## src/rtl/plio_pkg.sv

```systemverilog
// package: constants, modes and carriers for the pump logic i/o control unit
`default_nettype none
package plio_pkg;

  // =========================================================
  // apb register map (byte addresses)
  localparam logic [7:0] OFF_CTRL    = 8'h00;
  localparam logic [7:0] OFF_OUTPUT  = 8'h04;
  localparam logic [7:0] OFF_STATUS  = 8'h08;
  localparam logic [7:0] OFF_PROGCMD = 8'h0c;
  localparam logic [7:0] OFF_PROGRES = 8'h10;

  // ctrl field positions
  localparam int CTRL_TRG_LSB = 0;   // 4-bit trigger mode
  localparam int CTRL_DIN_BIT = 4;   // direction input mode
  localparam int CTRL_ROM_BIT = 5;   // motor output mode
  localparam int CTRL_EDIT_BIT = 6;  // keypad edit in progress
  localparam int CTRL_ALARM_BIT = 7; // alarm present

  // reset values
  localparam logic [3:0] TRG_RESET = 4'h0;

  // =========================================================
  // timing: stability filter
  localparam int CLK_HZ        = 100_000_000;
  localparam int STABLE_MS     = 100;
  localparam int STABLE_CYCLES = (CLK_HZ / 1000) * STABLE_MS;

  // =========================================================
  // trigger modes
  typedef enum logic [3:0] {
    TRG_FOOTPEDAL_TOGGLE, TRG_PEDAL_HOLD_RUN, TRG_PEDAL_TOGGLE_RISING,
    TRG_EDGE_PAIR_RUN_CONTROL, TRG_BEGIN_ONLY_FALLING, TRG_BEGIN_ONLY_RISING,
    TRG_HALT_ONLY_FALLING, TRG_HALT_ONLY_RISING, TRG_RUN_WHILE_LOW,
    TRG_RUN_WHILE_HIGH, TRG_HALT_WHILE_LOW, TRG_HALT_WHILE_HIGH,
    TRG_TRIGGER_DISABLED, TRG_TRAP_REDIRECT_HALT, TRG_KEY_HALT_REDIRECT
  } plio_trg_t;

  // program engine command codes
  typedef enum logic [2:0] {
    PCMD_NONE, PCMD_OUT_SET, PCMD_ARM_FALL, PCMD_ARM_EITHER,
    PCMD_DISARM, PCMD_LOW_JUMP, PCMD_WAIT_TRIG
  } plio_pcmd_t;

  // filtered input bundle
  typedef struct packed {
    logic trig;
    logic dir;
    logic evt;
    logic prog;
  } plio_in_t;

  // engine status carrier
  typedef struct packed {
    logic pumping;
    logic pauseTimer;
    logic dirInfuse;
    logic keyDirOk;
    logic stopKey;
  } plio_eng_t;

endpackage
`default_nettype wire

```

## src/rtl/plio_control.sv

```systemverilog
// pump logic i/o control: input filtering, trigger, direction and program i/o
`default_nettype none

// What this block does
// - halt-only falling: fall stops, never starts
// - halt-only rising: rise stops, else ignored
// - halt-while modes keep pump stopped at level
// - disabled mode ignores trigger input entirely
// - trap-redirect sends trigger stop to trap
// - key-redirect sends stop key to trap
// - motor mode 0: high only while pumping
// - motor mode 1: high pumping or pause timer
// - direction input acts like direction key
// - opposite pair: fall infuses, rise withdraws
// - same pair: rise infuses, fall withdraws
// - direction output low withdraw, high infuse
// - output-set function drives program output pin
// - armed falling jump: event fall jumps phase
// - armed either-edge jump: any event edge jumps
// - low-input jump branches on program input low
// - zero pause waits for trigger then resumes
// - input levels readable by query command
// - program output settable by serial command
// - trigger, direction, motor modes selectable
// - ignore trigger, direction during edit or alarm
// - level needs 100 ms stability before recognised
// - pedal toggle: each fall starts or stops
// - edge pair: rise starts, fall stops
module plio_control
  import plio_pkg::*;
#(
  parameter int STABLE_CNT = STABLE_CYCLES
) (
  input  wire logic                ref_clk,
  input  wire logic                rst,
  // apb slave
  input  wire logic                psel,
  input  wire logic                penable,
  input  wire logic                pwrite,
  input  wire logic [7:0]          paddr,
  input  wire logic [31:0]         pwdata,
  output logic                     pready,
  output logic [31:0]              prdata,
  output logic                     pslverr,
  // connector pins
  input  wire logic                trigPin,
  input  wire logic                dirPin,
  input  wire logic                evtPin,
  input  wire logic                progPin,
  output logic                     motorOut,
  output logic                     dirOut,
  output logic                     progOut,
  // program engine side
  input  wire plio_pkg::plio_eng_t eng,
  output logic                     startReq,
  output logic                     stopReq,
  output logic                     trapReq,
  output logic                     dirToggle,
  output logic                     jumpReq,
  output logic [7:0]               jumpPhase,
  output logic                     resumeReq
);

  // =========================================================
  // synchronisers and stability filters
  logic [3:0] rawIn;
  logic [3:0] meta_r;
  logic [3:0] sync_r;
  logic [3:0] filt_r;
  logic [3:0] prevFilt_r;
  logic [31:0] stabCnt_r [4];
  plio_in_t    inF;

  assign rawIn = {trigPin, dirPin, evtPin, progPin};
  assign inF   = plio_in_t'(filt_r);

  // two-stage synchroniser
  always_ff @(posedge ref_clk or posedge rst) begin
    if (rst) begin
      meta_r <= 4'h0;
      sync_r <= 4'h0;
    end else begin
      meta_r <= rawIn;
      sync_r <= meta_r;
    end
  end

  // per-input level filter: level must hold STABLE_CNT cycles
  for (genvar i = 0; i < 4; i++) begin : g_filt
    always_ff @(posedge ref_clk or posedge rst) begin
      if (rst) begin
        stabCnt_r[i] <= 32'h0;
        filt_r[i]    <= 1'b0;
      end else if (sync_r[i] == filt_r[i]) begin
        stabCnt_r[i] <= 32'h0;
      end else if (stabCnt_r[i] >= 32'(STABLE_CNT - 1)) begin
        stabCnt_r[i] <= 32'h0;
        filt_r[i]    <= sync_r[i];
      end else begin
        stabCnt_r[i] <= stabCnt_r[i] + 32'h1;
      end
    end
  end

  // previous filtered level for edge detection
  always_ff @(posedge ref_clk or posedge rst) begin
    if (rst) prevFilt_r <= 4'h0;
    else     prevFilt_r <= filt_r;
  end

  // edges of the filtered levels; filters start low, so reset gives no edge
  logic [3:0] rise;
  logic [3:0] fall;
  assign rise = filt_r & ~prevFilt_r;
  assign fall = ~filt_r & prevFilt_r;
  plio_in_t riseS;
  plio_in_t fallS;
  assign riseS = plio_in_t'(rise);
  assign fallS = plio_in_t'(fall);

  // =========================================================
  // registers
  logic [3:0] trgMode_r;
  logic       dinMode_r;
  logic       romMode_r;
  logic       editing_r;
  logic       alarm_r;
  logic       outSw_r;
  logic       evFallArm_r;
  logic       evEitherArm_r;
  logic [7:0] evPhase_r;
  logic       waitTrig_r;
  logic       lowJumpTaken_r;
  logic       lowJumpDone_r;
  logic [7:0] lowPhase_r;

  // trigger decode results, also read by the zero-pause logic
  logic       trigStart;
  logic       trigStop;
  logic       trigAct;

  // bus write strobe and decoded control
  logic       wrEn;
  plio_trg_t  trigger_default_select;
  logic       extBlock;
  assign wrEn     = psel && penable && pwrite;
  assign trigger_default_select      = plio_trg_t'(trgMode_r);
  assign extBlock = editing_r || alarm_r;

  // the five mapped words; anything else answers with pslverr
  logic mapped;
  assign mapped = (paddr == OFF_CTRL) || (paddr == OFF_OUTPUT) || (paddr == OFF_STATUS)
               || (paddr == OFF_PROGCMD) || (paddr == OFF_PROGRES);

  // configuration register writes
  always_ff @(posedge ref_clk or posedge rst) begin
    if (rst) begin
      trgMode_r <= TRG_RESET;
      dinMode_r <= 1'b0;
      romMode_r <= 1'b0;
      editing_r <= 1'b0;
      alarm_r   <= 1'b0;
    end else if (wrEn && paddr == OFF_CTRL) begin
      // out-of-range trigger codes are refused, mode kept
      if (pwdata[CTRL_TRG_LSB +: 4] <= 4'he) trgMode_r <= pwdata[CTRL_TRG_LSB +: 4];
      dinMode_r <= pwdata[CTRL_DIN_BIT];
      romMode_r <= pwdata[CTRL_ROM_BIT];
      editing_r <= pwdata[CTRL_EDIT_BIT];
      alarm_r   <= pwdata[CTRL_ALARM_BIT];
    end
  end

  // program output: serial write or program function
  always_ff @(posedge ref_clk or posedge rst) begin
    if (rst) begin
      outSw_r <= 1'b0;
    end else if (wrEn && paddr == OFF_OUTPUT) begin
      outSw_r <= pwdata[0];
    end else if (wrEn && paddr == OFF_PROGCMD && plio_pcmd_t'(pwdata[2:0]) == PCMD_OUT_SET) begin
      outSw_r <= pwdata[8];
    end
  end

  // program function decode from the command word
  logic       cmdWr;
  plio_pcmd_t cmd;
  assign cmdWr = wrEn && paddr == OFF_PROGCMD;
  assign cmd   = plio_pcmd_t'(pwdata[2:0]);

  // event jump arming: one mode at a time, phase kept on disarm
  always_ff @(posedge ref_clk or posedge rst) begin
    if (rst) begin
      evFallArm_r   <= 1'b0;
      evEitherArm_r <= 1'b0;
      evPhase_r     <= 8'h00;
    end else if (cmdWr) begin
      case (cmd)
        PCMD_ARM_FALL: begin
          evFallArm_r   <= 1'b1;
          evEitherArm_r <= 1'b0;
          evPhase_r     <= pwdata[15:8];
        end
        PCMD_ARM_EITHER: begin
          evFallArm_r   <= 1'b0;
          evEitherArm_r <= 1'b1;
          evPhase_r     <= pwdata[15:8];
        end
        PCMD_DISARM: begin
          evFallArm_r   <= 1'b0;
          evEitherArm_r <= 1'b0;
        end
        default: ;
      endcase
    end
  end

  // low-input jump: program input judged once, when the function executes
  always_ff @(posedge ref_clk or posedge rst) begin
    if (rst) begin
      lowJumpTaken_r <= 1'b0;
      lowJumpDone_r  <= 1'b0;
      lowPhase_r     <= 8'h00;
    end else if (cmdWr && cmd == PCMD_LOW_JUMP) begin
      lowJumpTaken_r <= !inF.prog;
      lowJumpDone_r  <= 1'b1;
      lowPhase_r     <= pwdata[15:8];
    end
  end

  // zero pause: set by the function, cleared by the next trigger activation;
  // a fresh set wins over a clear, and unrelated writes never hold a clear off
  always_ff @(posedge ref_clk or posedge rst) begin
    if (rst) begin
      waitTrig_r <= 1'b0;
    end else if (cmdWr && cmd == PCMD_WAIT_TRIG) begin
      waitTrig_r <= 1'b1;
    end else if (waitTrig_r && trigAct) begin
      waitTrig_r <= 1'b0;
    end
  end

  // =========================================================
  // trigger decode

  // trigger activation by mode, blocked during edit or alarm
  always_comb begin
    trigStart = 1'b0;
    trigStop  = 1'b0;
    case (trigger_default_select)
      TRG_FOOTPEDAL_TOGGLE: begin
        trigStart = fallS.trig && !eng.pumping;
        trigStop  = fallS.trig && eng.pumping;
      end
      TRG_PEDAL_HOLD_RUN: begin
        trigStart = fallS.trig;
        trigStop  = riseS.trig;
      end
      TRG_PEDAL_TOGGLE_RISING: begin
        trigStart = riseS.trig && !eng.pumping;
        trigStop  = riseS.trig && eng.pumping;
      end
      TRG_EDGE_PAIR_RUN_CONTROL: begin
        trigStart = riseS.trig;
        trigStop  = fallS.trig;
      end
      TRG_BEGIN_ONLY_FALLING: trigStart = fallS.trig;
      TRG_BEGIN_ONLY_RISING:  trigStart = riseS.trig;
      TRG_HALT_ONLY_FALLING:  trigStop  = fallS.trig;
      TRG_HALT_ONLY_RISING:   trigStop  = riseS.trig;
      TRG_RUN_WHILE_LOW:      trigStart = !inF.trig && !eng.pumping;
      TRG_RUN_WHILE_HIGH:     trigStart = inF.trig && !eng.pumping;
      TRG_HALT_WHILE_LOW:     trigStop  = !inF.trig && eng.pumping;
      TRG_HALT_WHILE_HIGH:    trigStop  = inF.trig && eng.pumping;
      TRG_TRAP_REDIRECT_HALT: trigStop  = fallS.trig;  // stop source, rerouted
      TRG_TRIGGER_DISABLED:   ;
      default:                ;
    endcase
    if (extBlock) begin
      trigStart = 1'b0;
      trigStop  = 1'b0;
    end
  end
  assign trigAct = trigStart || trigStop;

  // =========================================================
  // direction input decode
  logic dirChange;
  always_comb begin
    dirChange = 1'b0;
    if (!dinMode_r) begin
      dirChange = eng.dirInfuse ? riseS.dir : fallS.dir;
    end else begin
      dirChange = eng.dirInfuse ? fallS.dir : riseS.dir;
    end
    if (extBlock || !eng.keyDirOk) dirChange = 1'b0;
  end

  // =========================================================
  // engine request outputs, registered
  always_ff @(posedge ref_clk or posedge rst) begin
    if (rst) begin
      startReq  <= 1'b0;
      stopReq   <= 1'b0;
      trapReq   <= 1'b0;
      dirToggle <= 1'b0;
      resumeReq <= 1'b0;
    end else begin
      // zero pause consumes trigger activation as resume
      resumeReq <= waitTrig_r && trigAct;
      startReq  <= trigStart && !waitTrig_r;
      stopReq   <= trigStop && !waitTrig_r && trigger_default_select != TRG_TRAP_REDIRECT_HALT;
      // key redirect stays live during edit or alarm
      trapReq   <= (trigStop && !waitTrig_r && trigger_default_select == TRG_TRAP_REDIRECT_HALT)
                || (eng.stopKey && trigger_default_select == TRG_KEY_HALT_REDIRECT);
      dirToggle <= dirChange;
    end
  end

  // event jump outputs
  always_ff @(posedge ref_clk or posedge rst) begin
    if (rst) begin
      jumpReq   <= 1'b0;
      jumpPhase <= 8'h00;
    end else begin
      jumpReq   <= (evFallArm_r && fallS.evt)
                || (evEitherArm_r && (fallS.evt || riseS.evt));
      jumpPhase <= evPhase_r;
    end
  end

  // pin outputs
  // levels lag engine state and registers by one clock
  always_ff @(posedge ref_clk or posedge rst) begin
    if (rst) begin
      motorOut <= 1'b0;
      dirOut   <= 1'b0;
      progOut  <= 1'b0;
    end else begin
      motorOut <= romMode_r ? (eng.pumping || eng.pauseTimer) : eng.pumping;
      dirOut   <= eng.dirInfuse;
      progOut  <= outSw_r;
    end
  end

  // =========================================================
  // apb read path, zero wait states
  // pready answers in the first access cycle with data of the setup cycle
  always_ff @(posedge ref_clk or posedge rst) begin
    if (rst) begin
      prdata  <= 32'h0;
      pready  <= 1'b0;
      pslverr <= 1'b0;
    end else begin
      pready  <= psel && !penable;
      pslverr <= psel && !penable && !mapped;
      prdata  <= 32'h0;
      if (psel && !penable && !pwrite) begin
        case (paddr)
          OFF_CTRL:    prdata <= {24'h0, alarm_r, editing_r, romMode_r, dinMode_r, trgMode_r};
          OFF_OUTPUT:  prdata <= {31'h0, outSw_r};
          OFF_STATUS:  prdata <= {28'h0, inF.trig, inF.dir, inF.evt, inF.prog};
          OFF_PROGCMD: prdata <= {22'h0, waitTrig_r, evEitherArm_r, evFallArm_r, 7'h0};
          OFF_PROGRES: prdata <= {16'h0, lowPhase_r, 6'h0, lowJumpDone_r, lowJumpTaken_r};
          default:     prdata <= 32'h0;
        endcase
      end
    end
  end

endmodule
`default_nettype wire

```

## config.mk

```make
export PLATFORM = sky130hd
export DESIGN_NAME = plio_control
export DESIGN_NICKNAME = d
export VERILOG_FILES = /design/src/rtl/plio_pkg.sv /design/src/rtl/plio_control.sv
export SDC_FILE = /design/constraint.sdc
export NUM_CORES = 1
export LEC_CHECK = 0
export BUFFER_PORTS_ARGS = -buffer_cell sky130_fd_sc_hd__buf_2
export CELL_PAD_IN_SITES_DETAIL_PLACEMENT = 0
export CELL_PAD_IN_SITES_GLOBAL_PLACEMENT = 1
export CORE_MARGIN = 2
export CORE_UTILIZATION = 40
export CTS_BUF_LIST = sky130_fd_sc_hd__clkbuf_4 sky130_fd_sc_hd__clkbuf_8
export CTS_CLUSTER_DIAMETER = 40
export DETAILED_ROUTE_END_ITERATION = 10
export MAX_ROUTING_LAYER = met4
export PLACE_DENSITY_LB_ADDON = 0.1
export SYNTH_ARGS = -nofsm -noshare
export SYNTH_HDL_FRONTEND = slang
export SYNTH_SLANG_ARGS = --single-unit
```

## constraint.sdc

```tcl
create_clock -name ref_clk -period 9 [get_ports ref_clk]
set_input_delay 1.8 -clock ref_clk [delete_from_list [all_inputs] [get_ports ref_clk]]
set_output_delay 1.8 -clock ref_clk [all_outputs]
set_load 0.05 [all_outputs]
```

* Word-level counts from Yosys, hierarchy flattened
Index checks and enable logic that the tools add are counted.
** Word-level totals
- Flip-flop bits (word level) :: 225
- Bits of input ports :: 54
- Output and inout bits :: 51
- Logic and storage cells :: 174
** Cells by class
- Add/subtract/negate cells :: 4
- $lt $le $gt $ge :: 5
- Eq/ne operators :: 28
- Muxes and demuxes :: 25
- Bitwise operators :: 8
- Reductions and logical operators :: 67
** Operator list (number)
- $mux 32 :: 8
- $add 32x1->32 const B :: 4
- $ge 32x24->1 const B :: 4
- $pmux 16 s5 :: 1
- $logic_and 1x1->1 :: 27
- $eq 4x4->1 const B :: 6
- $eq 4x3->1 const B :: 4
- $eq 8x4->1 const B :: 2
- $mux 16 :: 1
- $reduce_and 2->1 :: 8
- $pmux 1 s6 :: 2
- $reduce_or 2->1 :: 6
- $logic_or 1x1->1 :: 11
- $mux 1 :: 11
- $eq 3x3->1 const B :: 3
- $and 4x4->4 :: 2
- $eq 4x2->1 const B :: 2
- $eq 8x3->1 const B :: 1
- $eq 8x5->1 const B :: 1
- $logic_not 1->1 :: 8
- $logic_not 8->1 :: 1
- $not 4->4 :: 2
- $reduce_bool 2->1 :: 4
- $eq 3x2->1 const B :: 2
- 9 further kinds :: 16

* Logic depth before layout (Yosys ltp)
Gate-level depths: netlist (run 1).
- Depth after elaboration :: 9
- Depth in mapped cells :: 7
- Depth with buffers taken out :: 6

* Worst setup path before layout (run 1)
Ideal clock, no wire load.
- Path kind :: input to register
- Start point :: input paddr[0]
- End point :: register alarm_r
- Library setup time :: 125 ps
- Arrival :: 3127 ps
- Data required time :: 8875 ps
- Path slack :: 5748 ps
- Stages :: 5
- Path buffers :: 1
- Cells stage by stage :: or4_4 nor4_4 nand2_2 buf_6 mux2_4
** On the way
- Cells in the longest elaborated chain, start to end :: 2
** Ends and longest elaborated chain
- start, declared :: line plio_control.sv:40 : input wire logic [7:0] paddr,
- $logic_not 8->1 :: line plio_control.sv:163 : end else if (wrEn && paddr == OFF_CTRL) begin
- $logic_and 1x1->1 :: line plio_control.sv:163
- end signal, assigned :: line plio_control.sv:169 : alarm_r <= pwdata[CTRL_ALARM_BIT];
- end, declared :: line plio_control.sv:127 : logic alarm_r;
No other way between the ends.
A chain may end at the register's enable or synchronous reset.

* Worst setup path after layout (run 1)
- Start point :: input paddr[0]
- End point :: register lowPhase_r[4]
** On the way
- Cells in the longest elaborated chain, start to end :: 3
** Ends and longest elaborated chain
- $eq 8x4->1 :: line plio_control.sv:187 : assign cmdWr = wrEn && paddr == OFF_PROGCMD;
- $logic_and 1x1->1 :: line plio_control.sv:187
- $logic_and 1x1->1 :: line plio_control.sv:223 : end else if (cmdWr && cmd == PCMD_LOW_JUMP) begin
- end signal, assigned :: line plio_control.sv:226 : lowPhase_r <= pwdata[15:8];
- end, declared :: line plio_control.sv:135 : logic [7:0] lowPhase_r;
No other way between the ends.

==> summary.md, run 1 <==
| Metric | Value |
|---|---|
| Post-synth top cells | `dfrtp_1, nor2_1, xor2_1` |
| Maximum clock path buffer count | `3` |
| Max cap viols | `0` |
| Largest net degree at the start of global routing | `139` |
| Final min period | `3.22 ns` |
| Critical path class | `in2reg` |
| Total clock sinks | `208` |
| Die H | `154 um` |
| Seq cells post-synth | `208` |
| Average wire per standard cell | `15.4 um` |
| Fin worst setup slack | `5.78 ns` |
| Post-synth EDFFs | `0` |
| CP Cell Sequence | `buf_2 -> nor4_1 -> nand3_1 -> nor3_1 -> nand3_2 -> mux2_2` |
| Peak supply drop | `111 uV` |
| Antenna Cells | `0` |
| Layout Skew | `0.0178 ns` |
| Share of layout cells above drive strength 1 | `20.3%` |
| Top FF cell, synth | `dfrtp_1` |
| CP max stage cell | `nor4_1` |
| Max-slew violation count | `0` |
| CTS tree | `done` |
| Port buffer count | `72` |
| Post-synth ARST share | `100%` |
| Avg Vias per Cell | `5.05` |
| Setup total negative slack | `0 ns` |
| Status | `completed` |
| Initial cell density of the core | `40.3%` |
| Post-Synth Adder-Cell Area | `0.692%` |
| Final setup vio count | `0` |
| Mean area per synthesized cell | `11.1 um2` |
| Drt first pass iters | `5` |
| Maximum operating frequency | `311 MHz` |
| Area Growth Syn to Fin | `17.3%` |
| Worst-path fanout max | `10` |
| Root buffer cell | `clkbuf_8` |
| DRC viols | `0` |
| Core area | `22400 um2` |
| Synth Area in Simple Gates | `20.4%` |
| Rows | `55` |
| Synth Cell Area | `9040 um2` |
| Worst min path class | `reg2reg` |
| Layout fillers | `2116` |
| DRT Wirelength | `19.4 mm` |
| Die Wd | `154 um` |
| Grt ovf | `0` |
| Slew HR | `30.6%` |
| Synth Area in Compound Gates | `5.43%` |
| Max stage delay on crit path | `0.48 ns` |
| Multiplexer share of the synthesized area | `3.56%` |
| Sequential area share after synthesis | `57.6%` |
| Vias in the first global route | `6533` |
| Synth top area cells | `dfrtp_1, xor2_1, nor2_1` |
| Nets@finish | `1000` |
| Worst slew pin tran | `1.04 ns` |
| DR iter-0 viols | `354` |
| Initial antenna violation count | `0` |
| Period utilization | `35.7%` |
| CP Capture Type | `flip-flop` |
| Critical Path RT | `9.40 ns` |
| Startpoint Class | `input pin` |
| DR vias | `6348` |
| Post-CTS Resized | `0` |
| Yosys top cell area share | `57.6%` |
| GRT Resource Usage Total | `17.5%` |
| Clock transition at the registers of the reported paths | `0.05 ns` |
| Synth cell types | `69` |
| Mapped Cells | `815` |
| Boundary Pins | `105` |
| Yosys warning total | `0` |
| Post-CTS Hold Fix Bufs | `0` |
| H-tree levels | `2` |
| Detailed Place HPWL | `13.2 mm` |
| Count leader, synth | `dfrtp_1` |
| Setup bufs post-CTS | `0` |
| First-pass GRT wire length | `33.0 mm` |
| Die area | `23800 um2` |
| Cts bufs inserted | `42` |
| Placer Congestion | `0.786` |
| Final Hold Vio Count | `0` |
| PD cells | `193 nW/um2` |
| Xor-xnor portion of the synthesized cell area | `8.72%` |
| Crit path DAT | `3.62 ns` |
| RSZ-0062 raised after global routing | `no` |
| Worst-Skew Late Latency | `0.53 ns` |
| DRT antenna net count | `0` |
| Post-synth top area cell | `dfrtp_1` |
| Power Total | `0.00205 W` |
| Hold WS | `0.347 ns` |
| Leak | `4.76 nW` |
| Worst slack at placement | `5.26 ns` |
| Largest family of logic cells by synthesized area | `simple AND/OR/NAND/NOR gates` |
-- layout by cell type, fill, tap and decap left out, types with 6 or more instances in the layout --
cell type,count
a31oi_1,6
a21oi_1,14
nand4_1,30
nor2_1,133
clkinvlp_4,6
nand2_1,36
nor3_1,14
xnor2_1,32
mux2_2,25
nand2b_1,6
and2_1,11
and3_1,14
clkbuf_4,12
buf_2,72
and4_1,6
dfrtp_1,208
nor4_1,13
xor2_1,58
conb_1,48
nand3_1,47
clkbuf_8,49
o21ai_0,15
inv_1,21
-- critical path, delay by kind of cell --
family        cells  cell delay (ns)
buf+inv           1             0.10
simple gates      4             1.34
mux               1             0.38
-- registers in the layout, summed over array words and instances (netlist names), 3 cells and up --
name	cells
lowPhase_r	8
trgMode_r	4
filt_r	4
meta_r	4
evPhase_r	8
stabCnt_r	128
sync_r	4
prdata	16
jumpPhase	8
prevFilt_r	3
-- final timing paths --
check | to | slack [ns] | startpoint | cells after the start
setup / recovery | lowPhase_r[4] | 5.78 | paddr[0] | 6
hold / removal | sync_r[0] | 0.35 | meta_r[0] | 0
setup reg to reg | stabCnt_r[119] | 6.26 | stabCnt_r[96] | 6
hold reg to reg | sync_r[0] | 0.35 | meta_r[0] | 0
max in group asynchronous | stabCnt_r[70] | 6.14 | rst | 3
min in group asynchronous | prdata[6] | 1.40 | rst | 2
-- per-stage QoR --
| stage | utilization, % | cell area [um2] | cells |
|---|---|---|---|
| 2_1_floorplan | - | 9220 | 862 |
| 3_3_place_gp | 43.3 | 9700 | 1182 |
| 3_5_place_dp | 43.3 | 9700 | 1182 |
| 4_1_cts | 47.3 | 10600 | 1257 |
| 5_1_grt | 47.3 | 10600 | 1257 |
| 6_report | 47.3 | 10600 | 1257 |
-- cells by family after synthesis --
family / count (synthesis)
DFF: 208
and+or+nand+nor: 353
xor gates and xnor gates: 90
AOI/OAI and AO/OA: 70
adders and majority gates: 5
buffers and inverters: 60
other: 1
muxes: 28
-- report_power, final --
part / switching, W / internal [W] / total, W
combinational: 0.0000574 / 0.0000168 / 0.0000742
clock: 0.000408 / 0.000606 / 0.00101
sequential: 0.00000865 / 0.000950 / 0.000958
total: 0.000474 / 0.00157 / 0.00205
-- layer usage --
layer	up-vias	GRT usage (%)	routed length, um
met5	-	-	0
met4	0	5.64	514
met3	46	4.26	1100
met2	161	26.4	8680
met1	3118	23.6	9110
li1	3023	-	-
-- layout make-up --
type | instances | area (um2) | area share [%]
Inverter | 22 | 90.1 | 0.849
Sequential cell | 208 | 5200 | 49.1
Clock inverter | 14 | 139 | 1.31
Clock buffer | 61 | 764 | 7.21
Timing Repair Buffer | 73 | 368 | 3.47
Multi-Input combinational cell | 594 | 3680 | 34.7
Tap cell | 285 | 357 | 3.36
Note: power is estimated with default switching activity, not from simulation.
==> run 2, diff against run 1 <==
- ABC_AREA: unset -> 1
- clock period: 9 -> 2.75 ns (I/O delays scaled with it)
==> run 2 against run 1 <==
Net effect:
- register-to-register slack worse by 5.5 ns
- cell count increased by 30%
- global-route usage is 0.26 points higher
- critical path depth rose by 5
- sequential share of layout area fell by 4.7 points
- total power increased to 3.4 times the previous value
- flip-flop and latch count did not move
- cell area is 11% higher
- worst setup slack worse by 5.1 ns
- largest cell class unchanged
==> summary.md, run 2 <==
| Metric | Value |
|---|---|
| DR iter-0 viols | `362` |
| Core area | `24400 um2` |
| DRT Wirelength | `21.5 mm` |
| Setup total negative slack | `0 ns` |
| Global routing usage on met3 | `3.50%` |
| Avg Vias per Cell | `4.55` |
| Leak | `5.34 nW` |
| Final Hold Vio Count | `0` |
| Post-synth top area cell | `dfrtp_1` |
| Maximum operating frequency | `491 MHz` |
| Leading cell types in the layout, fill and taps excluded | `dfrtp_1, nand2_1, nor2_1` |
| Synth Cell Area | `9990 um2` |
| Yosys warning total | `0` |
| DR vias | `7420` |
| Post-CTS Hold Fix Bufs | `0` |
| Most flops, register | `stabCnt_r` |
| Port buffer count | `72` |
| M2 GR Usage | `27.6%` |
| Sw frac | `22.4%` |
| Fin worst setup slack | `0.713 ns` |
| Part of the power in registers | `45.2%` |
| Die Wd | `162 um` |
| Worst slack at placement | `0.650 ns` |
| Final setup vio count | `0` |
| Grt ovf | `0` |
| First-pass GRT wire length | `36.6 mm` |
| Count leader, synth | `dfrtp_1` |
| Root buffer cell | `clkbuf_8` |
| Top FF cell, synth | `dfrtp_1` |
| Setup bufs post-CTS | `0` |
| Die H | `162 um` |
| Most common cell after layout, fill and taps aside | `dfrtp_1` |
| Detailed Place HPWL | `15.4 mm` |
| Area Growth Syn to Fin | `17.4%` |
| Layout fillers | `2449` |
| Vias in the first global route | `7516` |
| Clock transition at the registers of the reported paths | `0.06 ns` |
| CP Cell Sequence | `ha_1 -> nand2_1 -> nor2_2 -> nand3_1 -> nand2_1 -> nand2_1 -> nand2_1 -> nand2_1 -> nand3_2 -> buf_4 -> nor2_1` |
| DRC viols | `0` |
| Maximum clock path buffer count | `3` |
| GR peak layer | `met2` |
| NetSw | `0.00155 W` |
| Post-synth ARST share | `100%` |
| Initial cell density of the core | `41.0%` |
| Max cap viols | `0` |
| Rows | `57` |
| Initial antenna violation count | `2` |
| Worst r2r src | `stabCnt_r[32]` |
| CP max stage cell | `dfrtp_1` |
| Seq. cell area | `5200 um2` |
| Die area | `26300 um2` |
| Worst-path fanout max | `14` |
| R2R cell count | `11` |
| Internal Power | `0.00536 W` |
| Comb pwr share | `3.5%` |
| Drt first pass iters | `4` |
| Sequential area share after synthesis | `52.1%` |
| Max-slew violation count | `0` |
| Share of layout cells above drive strength 1 | `19.6%` |
| Total clock sinks | `208` |
| GRT Resource Usage Total | `17.8%` |
| Largest net degree at the start of global routing | `83` |
| Post-synth top cells | `dfrtp_1, nand2_1, nor2_1` |
| Period utilization | `74.1%` |
| CTS tree | `done` |
| Global-route met1 utilization | `23.5%` |
| Area of the multi-input gates | `4170 um2` |
| Layout Skew | `0.0102 ns` |
| Clock power frac | `51.2%` |
| Critical path class | `reg2reg` |
| Startpoint Class | `flip-flop` |
| DRT antenna net count | `0` |
| Synth top area cells | `dfrtp_1, nand2_1, nor2_1` |
| Seq cells post-synth | `208` |
| Average wire per standard cell | `13.2 um` |
| Crit path DAT | `2.45 ns` |
| Status | `completed` |
| Mapped Cells | `1135` |
| Synth cell types | `46` |
| CP Capture Type | `flip-flop` |
| RSZ-0062 raised after global routing | `no` |
| Placer Congestion | `0.815` |
| Yosys top cell area share | `52.1%` |
| Max stage delay on crit path | `0.39 ns` |
| Worst-Skew Late Latency | `0.54 ns` |
| Worst min path class | `in2async` |
| PD cells | `590 nW/um2` |
| H-tree levels | `2` |
| Peak supply drop | `359 uV` |
| Biggest regs | `stabCnt_r: 128 flops, prdata: 16 flops` |
| Worst reg2reg endpoint | `stabCnt_r[54]` |
| Boundary Pins | `105` |
| Nets@finish | `1335` |
| Crit-path most repeated cell | `nand2_1` |
| Flop-to-flop setup slack | `0.71 ns` |
| Final min period | `2.04 ns` |
| Post-CTS Resized | `0` |
| Mean area per synthesized cell | `8.80 um2` |
| Max reg flops | `128` |
| Cts bufs inserted | `42` |
| Post-synth EDFFs | `0` |
| Hold WS | `0.0231 ns` |
| Critical Path RT | `3.17 ns` |
run 2: cell families (layout without fill, tap and decap cells):
family	Yosys count	in the layout	share of synthesized area [%]
AND/OR/NAND/NOR	598	598	29.4
buffers and inverters	179	301	7.97
adder cells (fa/ha/maj)	5	5	0.626
other	1	50	0.0375
XOR/XNOR	46	46	4.03
flip-flops	208	208	52.1
AO/OA/AOI/OAI	98	98	5.81
run 2: final cells by class:
type,instances,share of cell area [%]
flip-flops and latches,208,44.4
inverters,151,4.87
clock buffers,62,6.74
well taps,324,3.46
multi-input cells,795,35.5
repair buffers,78,3.67
clock inverters,10,1.30
diodes,2,0.0427
run 2: through the flow:
stage | area (um2) | power (W) | cells | utilization [%]
after detailed placement | 10800 | 0.00343 | 1556 | 44.2
after global placement | 10800 | 0.00343 | 1556 | 44.2
after global routing | 11700 | 0.00722 | 1630 | 48.1
after floorplan | 10200 | 0.00336 | 1182 | -
final | 11700 | 0.00692 | 1630 | 48.1
after CTS | 11700 | 0.00704 | 1628 | 48.1
run 2: worst max path at each step:
stage             startpoint  slack (ns)       endpoint  cells after the start
2_1_floorplan            rst       -0.50        alarm_r                      1
3_3_place_gp        paddr[1]        0.65      prdata[6]                     10
3_5_place_dp        paddr[1]        0.65      prdata[4]                     10
4_1_cts        stabCnt_r[32]        0.66  stabCnt_r[54]                     11
5_1_grt        stabCnt_r[32]        0.44  stabCnt_r[54]                     11
6_report       stabCnt_r[32]        0.71  stabCnt_r[54]                     11
run 2: layer usage:
metal  routed length (um)  vias up
li1                     -     3857
met5                    0        -
met4                  437        0
met1                10500     3427
met3                  820       35
met2                 9830      101
run 2: critical path: cells and delay by family, from the launching register on:
kind	cells	cell delay, ns
adders and majority gates	1	0.27
buffers and inverters	1	0.27
DFF	1	0.39
and+or+nand+nor	9	0.99
run 2: power groups by stage:
stage | registers [W] | logic (W) | clock network (W)
final | 0.00313 | 0.000244 | 0.00354
after global routing | 0.00313 | 0.000276 | 0.00381
after global placement | 0.00318 | 0.000249 | 0
after floorplan | 0.00320 | 0.000168 | 0
after CTS | 0.00313 | 0.000251 | 0.00366
after detailed placement | 0.00318 | 0.000251 | 0
==> run 3, diff against run 2 <==
- clock period: 2.75 -> 1.8 ns (I/O delays scaled with it)
==> run 3 against run 2 <==
Net effect:
- global-route usage is 0.17 points lower
- clock power is 50% higher
- flip-flop and latch count stayed put
- die area stayed put
- fmax is 22% higher
- critical path depth stayed put
- cell area is 4.4% higher
- critical path type unchanged
- largest cell class unchanged
- highest routed layer unchanged
==> summary.md, run 3 (synthesis gave the netlist of run 2 again) <==
| Metric | Value |
|---|---|
| Status | `completed` |
| Total clock sinks | `208` |
| CTS tree | `done` |
| Core area | `24400 um2` |
| Startpoint Class | `flip-flop` |
| Initial antenna violation count | `1` |
| GRT Resource Usage Total | `17.6%` |
| Cts bufs inserted | `41` |
| Average wire per standard cell | `12.9 um` |
| Final min period | `1.67 ns` |
| Layout Skew | `0.0131 ns` |
| Die Wd | `162 um` |
| Hold WS | `0.0443 ns` |
| Hold EP | `editing_r` |
| Min-Delay Path Depth | `3` |
| H-tree levels | `2` |
| CP Cell Sequence | `ha_2 -> nand2_2 -> nor2_4 -> nand2_1 -> nor2_2 -> o21ai_1 -> nand2_1 -> nand2_2 -> nand3_4 -> buf_12 -> nor3_1` |
| CP max stage cell | `dfrtp_1` |
| Core Util, Final | `50.2%` |
| Nets@finish | `1382` |
| Clock transition at the registers of the reported paths | `0.06 ns` |
| Final Hold Vio Count | `0` |
| Crit path buf inv count | `1` |
| Maximum clock path buffer count | `3` |
| Max-slew violation count | `0` |
| Die area | `26300 um2` |
| Layout fillers | `2402` |
| Grt ovf | `0` |
| Crit path DAT | `2.11 ns` |
| Drt first pass iters | `7` |
| DR iter-0 viols | `392` |
| Most common cell after layout, fill and taps aside | `dfrtp_1` |
| Critical path class | `reg2reg` |
| Final instance area | `12200 um2` |
| Die H | `162 um` |
| Most flops, register | `stabCnt_r` |
| Vias in the first global route | `7574` |
| Avg Vias per Cell | `4.55` |
| Worst path top cell family by delay | `simple AND/OR/NAND/NOR gates` |
| Port buffer count | `72` |
| DRT antenna net count | `0` |
| Detailed Place HPWL | `15.6 mm` |
| Rows | `57` |
| CP Capture Type | `flip-flop` |
| Final setup vio count | `0` |
| Worst-Skew Late Latency | `0.52 ns` |
| Share of layout cells above drive strength 1 | `22.5%` |
| Initial cell density of the core | `41.0%` |
| Leading cell types in the layout, fill and taps excluded | `dfrtp_1, nand2_1, nor2_1` |
| Hold_sp | `pwdata[6]` |
| Cell Area, Placed | `11200 um2` |
| Worst reg2reg endpoint | `stabCnt_r[102]` |
| Max cap viols | `0` |
| Largest net degree at the start of global routing | `80` |
| Period utilization | `93.1%` |
| Placer Congestion | `0.797` |
| Worst min path class | `in2reg` |
| Worst-path fanout max | `13` |
| Boundary Pins | `105` |
| Leak | `5.61 nW` |
| Peak supply drop | `520 uV` |
| First-pass GRT wire length | `36.4 mm` |
| Area Growth Syn to Fin | `22.5%` |
| Worst r2r src | `stabCnt_r[96]` |
| Flop-to-flop setup slack | `0.13 ns` |
| Biggest regs | `stabCnt_r: 128 flops, prdata: 16 flops` |
| R2R cell count | `11` |
| Setup total negative slack | `0 ns` |
| Root buffer cell | `clkbuf_8` |
| DRC viols | `0` |
| Max stage delay on crit path | `0.40 ns` |
| DRT Wirelength | `21.6 mm` |
| Max reg flops | `128` |
| Power Total | `0.0105 W` |
| Maximum operating frequency | `597 MHz` |
| Critical Path RT | `2.24 ns` |
| PD cells | `857 nW/um2` |
| DR vias | `7619` |
| RSZ-0062 raised after global routing | `no` |
==> run 3: metal layers <==
layer	part of all wire [%]	GRT usage [%]	up-vias	routed length [um]
met1	48	23.6	3518	10300
met4	2.3	6.23	0	505
li1	-	-	3938	-
met2	46	27.3	114	9930
met5	0	-	-	0
met3	3.9	2.89	49	840
==> run 3: where the power goes <==
group / leakage, nW / internal (W) / switching (W)
clock: 0.485 / 0.00326 / 0.00205
sequential: 2.77 / 0.00475 / 0.0000278
combinational: 2.35 / 0.0000974 / 0.000303
total: 5.61 / 0.00811 / 0.00238
==> run 3: worst register-to-register path, stage by stage (launching register included) <==
cell	delay [ns]
dfrtp_1	0.40
ha_2	0.20
nand2_2	0.09
nor2_4	0.04
nand2_1	0.07
nor2_2	0.05
o21ai_1	0.13
nand2_1	0.11
nand2_2	0.12
nand3_4	0.10
buf_12	0.18
nor3_1	0.13
==> run 3: repair_timing <==
action	CTS	global route
resized for setup	0	14
buffers inserted	0	0
hold buffers	9	0
setup endpoints to repair	0	35
endpoints found under the hold margin	56	0
==> run 3: cell type report <==
cell class                 instances  area, um2  area share, %
inverter                         151        571           4.66
clock buffer                      58        748           6.11
multi-input combinational        795       4220           34.4
antenna                            1       2.50         0.0204
clock inverter                    13        179           1.46
sequential                       208       5200           42.5
timing repair buffer             126        913           7.46
tap                              324        405           3.31
==> run 3: worst max path at each step <==
stage | slack [ns] | to | start | cells after the start
4_1_cts | 0.05 | stabCnt_r[102] | stabCnt_r[96] | 11
5_1_grt | 0.003 | stabCnt_r[102] | stabCnt_r[96] | 11
3_3_place_gp | 0.09 | prdata[4] | paddr[1] | 11
2_1_floorplan | -1.26 | alarm_r | rst | 1
6_report | 0.13 | stabCnt_r[102] | stabCnt_r[96] | 11
3_5_place_dp | 0.06 | stabCnt_r[103] | stabCnt_r[96] | 11
==> run 3: metrics by stage <==
step,setup WS (ns),std cells
after floorplan,-1.26,1182
after global placement,0.0870,1595
after detailed placement,0.0573,1595
after CTS,0.0516,1675
after global routing,0.00274,1676
final,0.125,1676
